--- src/cog_pkg.sv ---
package cog_pkg;
  // Word offsets on the Wishbone bus
  localparam logic [7:0] OFS_FALL_ENABLE = 8'h00;
  localparam logic [7:0] OFS_FALL_MODE = 8'h04;
  localparam logic [7:0] OFS_SHUTDOWN_CTRL = 8'h08;
  localparam logic [7:0] OFS_SHUTDOWN_SRC = 8'h0c;
  localparam logic [7:0] OFS_STEERING = 8'h10;
  localparam logic [7:0] OFS_RISE_DB = 8'h14;
  localparam logic [7:0] OFS_GEN_CTRL = 8'h18;
  localparam logic [7:0] OFS_IRQ_STATUS = 8'h1c;
  localparam logic [7:0] OFS_IRQ_ENABLE = 8'h20;
  localparam logic [7:0] OFS_IRQ_CLEAR = 8'h24;
  // Field positions
  localparam int SD_ACTIVE_BIT = 7;
  localparam int SD_RESTART_BIT = 6;
  localparam int SD_BD_LSB = 4;
  localparam int SD_AC_LSB = 2;
  localparam int GEN_POL_LSB = 0;
  localparam int GEN_RDBS_BIT = 4;
  // Implemented-bit masks
  localparam logic [7:0] MASK_FALL = 8'h7f;
  localparam logic [7:0] MASK_SD_CTRL = 8'h7c;
  localparam logic [7:0] MASK_SD_SRC = 8'h0f;
  localparam logic [7:0] MASK_DB = 8'h3f;
  localparam logic [7:0] MASK_GEN = 8'h1f;
  localparam logic [7:0] MASK_IRQ = 8'h07;
  // Reset values
  localparam logic [7:0] RST_CTRL = 8'h00;
  localparam logic [7:0] RST_DB = 8'h00;
  // Irq bits
  localparam int IRQ_SD_ENTER = 0;
  localparam int IRQ_SD_EXIT = 1;
  localparam int IRQ_FALL = 2;
  // Override select codes
  localparam logic [1:0] OVR_INACTIVE = 2'b00;
  localparam logic [1:0] OVR_TRISTATE = 2'b01;
  localparam logic [1:0] OVR_LOW = 2'b10;
  localparam logic [1:0] OVR_HIGH = 2'b11;
  typedef enum logic [1:0] {
    DB_IDLE = 2'b00,
    DB_COUNT = 2'b01
  } db_state_e;
endpackage

--- src/cog_shutdown_steer.sv ---
// Overview of operation
// - Mode one: falling edge, after phase delay
// - Mode zero: low level gives immediate fall
// - Disabled falling source is ignored
// - Fall bits 0-6: pin,cmp1,cmp2,lc1,cc1,cc2,pulse_width_unit_3
// - Status bit set while in shutdown
// - Auto-restart enable bit in shutdown control
// - B/D override: high, low, tristate, inactive
// - A/C override: high, low, tristate, inactive
// - Enabled shutdown source low forces shutdown
// - Static data bits D,C,B,A at 7..4
// - Steer one passes waveform, zero static
// - Select zero: dead-band in clock periods
// - Select one: dead-band in chain elements
// - Unimplemented bits read as zero
// - Control resets zero, dead-band count kept
//
// Local design decisions: the register addresses and the Wishbone slave port.
`timescale 1ns/100ps
module cog_shutdown_steer
  import cog_pkg::*;
(
  // Clock and reset
  input wire logic mclk,
  input wire logic rst,
  input wire logic por,
  // Wishbone slave
  input wire logic wb_cyc_i,
  input wire logic wb_stb_i,
  input wire logic wb_we_i,
  input wire logic [7:0] wb_adr_i,
  input wire logic [3:0] wb_sel_i,
  input wire logic [31:0] wb_dat_i,
  output logic [31:0] wb_dat_o,
  output logic wb_ack_o,
  // Event sources
  input wire logic remapped_input_pin,
  input wire logic cmp1_out,
  input wire logic cmp2_out,
  input wire logic logic_cell_1,
  input wire logic logic_cell_2,
  input wire logic capture_compare_1,
  input wire logic capture_compare_2,
  input wire logic pulse_width_unit_3,
  // Link to rest of generator
  input wire logic rise_event,
  input wire logic fall_phase_done,
  input wire logic delay_chain_tick,
  input wire logic [3:0] waveform_in,
  output logic fall_event_now,
  output logic fall_edge_req,
  output logic primary_go,
  // Power switch outputs and interrupt
  output logic [3:0] out_level,
  output logic [3:0] out_oe_n,
  output logic irq
);
  logic [6:0] fall_enable_r;
  logic [6:0] fall_edge_mode_bits_r;
  logic auto_restart_enable_r;
  logic [1:0] override_level_bd_r;
  logic [1:0] override_level_ac_r;
  logic [3:0] sd_src_enable_r;
  logic [3:0] static_level_r;
  logic [3:0] steer_r;
  logic [5:0] rise_deadband_count_r;
  logic rise_deadband_source_sel_r;
  logic [3:0] polarity_r;
  logic shutdown_active_flag_r;
  logic [2:0] irq_status_r;
  logic [2:0] irq_enable_r;
  logic [6:0] fall_src_prev_r;
  logic [5:0] db_cnt_r;
  db_state_e db_state_r;
  logic [6:0] fall_src;
  logic [6:0] fall_edge_hits;
  logic [6:0] fall_level_hits;
  logic sd_request;
  logic wb_req;
  logic wb_wr;
  logic db_tick;
  logic [7:0] rd_nxt;
  logic [3:0] out_level_nxt;
  logic [3:0] out_oe_n_nxt;

  assign fall_src = {pulse_width_unit_3, capture_compare_2, capture_compare_1,
                     logic_cell_1, cmp2_out, cmp1_out, remapped_input_pin};
  assign fall_edge_hits = fall_enable_r & fall_edge_mode_bits_r
                          & fall_src_prev_r & ~fall_src;
  assign fall_level_hits = fall_enable_r & ~fall_edge_mode_bits_r & ~fall_src;
  assign sd_request = |(sd_src_enable_r & ~{logic_cell_2, cmp2_out, cmp1_out,
                                            remapped_input_pin});
  assign wb_req = wb_cyc_i & wb_stb_i & ~wb_ack_o;
  // Write lands on the edge that sees ack, as the master expects
  assign wb_wr = wb_cyc_i & wb_stb_i & wb_ack_o & wb_we_i & wb_sel_i[0];
  assign db_tick = rise_deadband_source_sel_r ? delay_chain_tick : 1'b1;

  // Edge history for falling-edge detection
  always_ff @(posedge mclk or posedge rst) begin
    if (rst) begin
      fall_src_prev_r <= 7'h00;
    end else begin
      fall_src_prev_r <= fall_src;
    end
  end

  // Registered event outputs to the phase-delay logic
  always_ff @(posedge mclk or posedge rst) begin
    if (rst) begin
      fall_event_now <= 1'b0;
      fall_edge_req <= 1'b0;
    end else begin
      fall_event_now <= |fall_level_hits;
      fall_edge_req <= |fall_edge_hits;
    end
  end

  // Control registers, cleared on rst; por alone leaves them
  always_ff @(posedge mclk or posedge rst) begin
    if (rst) begin
      fall_enable_r <= RST_CTRL[6:0];
      fall_edge_mode_bits_r <= RST_CTRL[6:0];
      auto_restart_enable_r <= 1'b0;
      override_level_bd_r <= 2'b00;
      override_level_ac_r <= 2'b00;
      sd_src_enable_r <= RST_CTRL[3:0];
      static_level_r <= RST_CTRL[3:0];
      steer_r <= RST_CTRL[3:0];
      polarity_r <= RST_CTRL[3:0];
      rise_deadband_source_sel_r <= 1'b0;
      irq_enable_r <= RST_CTRL[2:0];
    end else if (wb_wr) begin
      case (wb_adr_i)
        OFS_FALL_ENABLE: fall_enable_r <= wb_dat_i[6:0];
        OFS_FALL_MODE: fall_edge_mode_bits_r <= wb_dat_i[6:0];
        OFS_SHUTDOWN_CTRL: begin
          auto_restart_enable_r <= wb_dat_i[SD_RESTART_BIT];
          override_level_bd_r <= wb_dat_i[SD_BD_LSB +: 2];
          override_level_ac_r <= wb_dat_i[SD_AC_LSB +: 2];
        end
        OFS_SHUTDOWN_SRC: sd_src_enable_r <= wb_dat_i[3:0];
        OFS_STEERING: begin
          static_level_r <= wb_dat_i[7:4];
          steer_r <= wb_dat_i[3:0];
        end
        OFS_GEN_CTRL: begin
          polarity_r <= wb_dat_i[GEN_POL_LSB +: 4];
          rise_deadband_source_sel_r <= wb_dat_i[GEN_RDBS_BIT];
        end
        OFS_IRQ_ENABLE: irq_enable_r <= wb_dat_i[2:0];
        default: ;
      endcase
    end
  end

  // Dead-band count survives resets other than power-on
  always_ff @(posedge mclk or posedge por) begin
    if (por) begin
      rise_deadband_count_r <= RST_DB[5:0];
    end else if (wb_wr && wb_adr_i == OFS_RISE_DB) begin
      rise_deadband_count_r <= wb_dat_i[5:0];
    end
  end

  // Shutdown state; with restart off, software clears it only by a write in a rise_event cycle
  always_ff @(posedge mclk or posedge rst) begin
    if (rst) begin
      shutdown_active_flag_r <= 1'b0;
    end else if (sd_request) begin
      shutdown_active_flag_r <= 1'b1;
    end else if (auto_restart_enable_r && rise_event) begin
      shutdown_active_flag_r <= 1'b0;
    end else if (wb_wr && wb_adr_i == OFS_SHUTDOWN_CTRL && !wb_dat_i[SD_ACTIVE_BIT]
                 && rise_event) begin
      shutdown_active_flag_r <= 1'b0;
    end
  end

  // Rising dead-band delay of the primary output
  always_ff @(posedge mclk or posedge rst) begin
    if (rst) begin
      db_state_r <= DB_IDLE;
      db_cnt_r <= 6'h00;
      primary_go <= 1'b0;
    end else begin
      primary_go <= 1'b0;
      case (db_state_r)
        DB_IDLE: begin
          if (rise_event) begin
            if (rise_deadband_count_r == 6'h00) begin
              primary_go <= 1'b1;
            end else begin
              db_cnt_r <= rise_deadband_count_r;
              db_state_r <= DB_COUNT;
            end
          end
        end
        DB_COUNT: begin
          if (db_tick) begin
            if (db_cnt_r == 6'h01) begin
              primary_go <= 1'b1;
              db_state_r <= DB_IDLE;
            end
            db_cnt_r <= db_cnt_r - 6'h01;
          end
        end
        default: db_state_r <= DB_IDLE;
      endcase
    end
  end

  // Steering then shutdown override, per output
  always_comb begin
    out_level_nxt = 4'h0;
    out_oe_n_nxt = 4'h0;
    for (int i = 0; i < 4; i++) begin
      logic [1:0] sel;
      sel = (i % 2 == 0) ? override_level_ac_r : override_level_bd_r;
      out_level_nxt[i] = steer_r[i] ? (waveform_in[i] ^ polarity_r[i])
                                    : static_level_r[i];
      if (shutdown_active_flag_r) begin
        case (sel)
          OVR_HIGH: out_level_nxt[i] = 1'b1;
          OVR_LOW: out_level_nxt[i] = 1'b0;
          OVR_TRISTATE: out_oe_n_nxt[i] = 1'b1;
          default: out_level_nxt[i] = polarity_r[i];
        endcase
      end
    end
  end

  always_ff @(posedge mclk or posedge rst) begin
    if (rst) begin
      out_level <= 4'h0;
      out_oe_n <= 4'h0;
    end else begin
      out_level <= out_level_nxt;
      out_oe_n <= out_oe_n_nxt;
    end
  end

  // Sticky interrupt status: set wins over clear
  always_ff @(posedge mclk or posedge rst) begin
    if (rst) begin
      irq_status_r <= 3'h0;
      irq <= 1'b0;
    end else begin
      logic [2:0] clr;
      logic [2:0] set;
      logic [2:0] st;
      clr = (wb_wr && wb_adr_i == OFS_IRQ_CLEAR) ? wb_dat_i[2:0] : 3'h0;
      set = 3'h0;
      set[IRQ_SD_ENTER] = sd_request & ~shutdown_active_flag_r;
      set[IRQ_SD_EXIT] = shutdown_active_flag_r & ~sd_request & rise_event
                         & auto_restart_enable_r;
      set[IRQ_FALL] = |(fall_edge_hits | fall_level_hits);
      st = (irq_status_r & ~clr) | set;
      irq_status_r <= st;
      irq <= |(st & irq_enable_r);
    end
  end

  // Read mux: unimplemented bits read zero
  always_comb begin
    case (wb_adr_i)
      OFS_FALL_ENABLE: rd_nxt = {1'b0, fall_enable_r};
      OFS_FALL_MODE: rd_nxt = {1'b0, fall_edge_mode_bits_r};
      OFS_SHUTDOWN_CTRL: rd_nxt = {shutdown_active_flag_r, auto_restart_enable_r,
                                   override_level_bd_r, override_level_ac_r, 2'b00};
      OFS_SHUTDOWN_SRC: rd_nxt = {4'h0, sd_src_enable_r};
      OFS_STEERING: rd_nxt = {static_level_r, steer_r};
      OFS_RISE_DB: rd_nxt = {2'b00, rise_deadband_count_r};
      OFS_GEN_CTRL: rd_nxt = {3'b000, rise_deadband_source_sel_r, polarity_r};
      OFS_IRQ_STATUS: rd_nxt = {5'h00, irq_status_r};
      OFS_IRQ_ENABLE: rd_nxt = {5'h00, irq_enable_r};
      default: rd_nxt = 8'h00;
    endcase
  end

  // One-wait-state slave, ack drops the cycle after
  always_ff @(posedge mclk or posedge rst) begin
    if (rst) begin
      wb_ack_o <= 1'b0;
      wb_dat_o <= 32'h0;
    end else begin
      wb_ack_o <= wb_req;
      wb_dat_o <= wb_req ? {24'h0, rd_nxt} : 32'h0;
    end
  end
endmodule

--- config.mk ---
export PLATFORM = sky130hd
export DESIGN_NAME = cog_shutdown_steer
export DESIGN_NICKNAME = d
export VERILOG_FILES = /design/src/cog_pkg.sv /design/src/cog_shutdown_steer.sv
export SDC_FILE = /design/constraint.sdc
export NUM_CORES = 1
export LEC_CHECK = 0
export BUFFER_PORTS_ARGS = -buffer_cell sky130_fd_sc_hd__clkbuf_2
export CORE_MARGIN = 3
export CORE_UTILIZATION = 47
export CTS_CLUSTER_SIZE = 20
export DETAILED_ROUTE_END_ITERATION = 12
export GPL_ROUTABILITY_DRIVEN = 0
export PLACE_DENSITY = 0.76
export SLEW_MARGIN = 10
export SYNTH_ARGS = -nofsm -noshare
export SYNTH_HDL_FRONTEND = slang
export SYNTH_SLANG_ARGS = --single-unit
export TNS_END_PERCENT = 100
--- constraint.sdc ---
create_clock -name mclk -period 2.6 [get_ports mclk]
set_input_delay 0.52 -clock mclk [delete_from_list [all_inputs] [get_ports mclk]]
set_output_delay 0.52 -clock mclk [all_outputs]
set_load 0.01 [all_outputs]
==> run metrics <==
Gates resized, CTS repair=0; n_diodes=0; Min Clock Period, post-route=about 2.2 ns; #FFs+latches synth=just over 80; Synth Instances=354; register area=~2000 um^2; Worst Setup End Kind=register; first-pass GRT wire length=around 16000 um; Lkg Pwr=approximately 2.2 nW; Root Buffer=clkbuf_8; Post-Route Skew=0.007358 ns; gr usage total=0.2074; Tot Pwr=between 2 and 3 mW; Seq pwr share=0.513; Reg2Reg Launch Point=rise_deadband_count_r[5]; # placed instances=517; core area=8299 um^2; post-synth top area cell=dfrtp_1; pwr/cell area=between 500 and 600 nW/um^2; Initial DRT Pass Iterations=6; Initial Util=0.4877; DP HPWL=~7500 um; Top FF cell, synth=dfrtp_1; HP Class=in2async; cell area after layout=4623 um^2; Final Slew Violations=0; postcts setup bufs=0; CP required=2.85 ns; outcome=completed; worst IR drop on VDD=~0.00029 V; arrival time at the worst endpoint=approximately 2.4 ns; total CTS buffers=9; Layout area overhead=14.22%; ys async rst share=1.000; Setup violations, final=0; Seq/Total Area, Yosys=0.5070; max frequency=approximately 460 MHz; Final Routed Wirelength=~9900 um; Ports=110; die footprint=between 9000 and 10000 um^2; mean post-synth cell area=approximately 11 um^2; Worst Slack Setup Final=between 0.4 and 0.5 ns; clk sinks=a little over 80; Worst-Margin Slew=~0.84 ns; Post-synth EDFFs=0; count leader, synth=dfrtp_1; count of final hold-check violations=0; DRT antenna net count=0; PortBufs=57; grt ovf=0; detailed-route via count=3106; P_sw=between 0.7 and 0.8 mW; chip width=approximately 99 um; worst reg-to-reg path cell count=4; Rows=33; reg2reg setup slack=around 0.42 ns; maxcap violations=0; FF-to-FF End=db_cnt_r[4]; largest net degree at the start of global routing=40; Sw Share=0.2839; Core Util, Final=0.5571; top cells by area, synth=dfrtp_1 51%, mux2_2 11%, buf_4 5.0%; clock buffer depth=2; Hold Slack=about 0.056 ns; Nets=between 400 and 500; Warnings, synthesis=0; Netlist cell types=52; Worst-Skew Late Latency=about 0.36 ns; crit path max fanout=8; 1st-iter DRT viols=385; pre-CTS WS=roughly 0.18 ns; Worst Setup Start Kind=register; Post-Syn Area=about 4000 um^2; combinational share of power=0.133; setup_tns=0 ns; chip height=roughly 99 um; Clock transition at path regs=roughly 0.09 ns; Clock Power Share=0.354; fillers=approximately 720; H-tree Lvls=3; post-synth top area share=0.5070; RSZ-0062 raised after global routing=false; vias in the first global route=3000; slew margin rel.=0.4418; initial antenna violation count=0; WL/cell=around 19 um; fin crit share=0.8385; fin cells=roughly 530; Multi-input gate area=about 1800 um^2; DR DRC count=0; layout cells sized above 1=0.3341; Placement Cell Area=4413 um^2; Pint=1.962 mW; Synth top cells by count=82 x dfrtp_1, 38 x mux2_2, 27 x buf_4, 26 x nand2_1, 19 x nor2_1; crit path kind=reg2reg; DR vias/cell=between 5 and 6; hold buffers post-CTS=0; CTS tree=done
==> critical path, stage by stage (launching register included) <==
cell     delay (ns)
dfrtp_1        0.44
or4_1          0.56
nor4_2         0.46
nor2_1         0.28
o221a_2        0.33
==> state kept, by name (all words and copies together) (netlist names), 4 cells and up <==
name	cells
fall_edge_mode_bits_r	7
fall_src_prev_r	7
static_level_r	4
steer_r	4
out_level	4
wb_dat_o	8
polarity_r	4
db_cnt_r	6
fall_enable_r	7
rise_deadband_count_r	6
sd_src_enable_r	4
==> power groups by stage <==
stage | clock, mW | sequential, mW | combinational [mW]
2_1_floorplan | 0 | 1.41 | 0.278
3_3_place_gp | 0 | 1.42 | 0.342
3_5_place_dp | 0 | 1.43 | 0.368
4_1_cts | 0.992 | 1.40 | 0.367
5_1_grt | 1.05 | 1.42 | 0.412
6_report | 0.969 | 1.41 | 0.365
==> worst max-delay path by stage <==
stage | start | to | slack (ns)
after floorplan | rst | auto_restart_enable_r | 0.14
after CTS | rise_deadband_count_r[5] | db_cnt_r[4] | 0.47
final | rise_deadband_count_r[5] | db_cnt_r[4] | 0.42
after global placement | wb_adr_i[4] | sd_src_enable_r[0] | 0.21
after detailed placement | wb_adr_i[4] | sd_src_enable_r[1] | 0.18
after global routing | rise_deadband_count_r[5] | db_cnt_r[1] | 0.27
==> cell type report <==
| cell class | count | share of cell area |
|---|---|---|
| multi-input cells | 252 | 0.3911 |
| clock inverters | 7 | 0.01867 |
| repair buffers | 69 | 0.08390 |
| inverters | 9 | 0.007307 |
| clock buffers | 9 | 0.02679 |
| flip-flops and latches | 82 | 0.4438 |
| well taps | 105 | 0.02842 |
==> cells in the final DEF (no fill, tap or decap), types with 4 or more instances in the layout <==
| cell type | count |
|---|---|
| mux2_2 | 38 |
| inv_1 | 8 |
| nor2_1 | 19 |
| nand2b_1 | 8 |
| xnor2_1 | 4 |
| a31oi_1 | 5 |
| conb_1 | 24 |
| or4_1 | 4 |
| clkbuf_2 | 57 |
| o21ai_0 | 15 |
| o21ai_1 | 4 |
| a22oi_1 | 12 |
| a222oi_1 | 7 |
| nand4b_1 | 7 |
| a21oi_1 | 5 |
| nand2_1 | 26 |
| clkbuf_8 | 9 |
| nand3_1 | 4 |
| mux2_4 | 5 |
| nor3_2 | 4 |
| dfrtp_1 | 82 |
| buf_4 | 11 |
| nor3_1 | 11 |
| nor3b_1 | 8 |
==> metal layers <==
metal	track usage	share of wire	up-vias
li1	-	-	1403
met1	0.2895	0.44	1565
met2	0.3270	0.48	123
met3	0.04317	0.061	15
met4	0.06303	0.016	0
met5	0	0	-
==> cell families after synthesis <==
| kind of cell | after synthesis | synth area share |
|---|---|---|
| buffers and inverters | 43 | 0.06769 |
| AO/OA/AOI/OAI | 63 | 0.1085 |
| XOR/XNOR | 4 | 0.008654 |
| adder cells (fa/ha/maj) | 2 | 0.006181 |
| multiplexers | 45 | 0.1292 |
| AND/OR/NAND/NOR | 114 | 0.1719 |
| flip-flops | 82 | 0.5070 |
| other | 1 | 0.0009265 |
(Power assumes the default switching activity.)
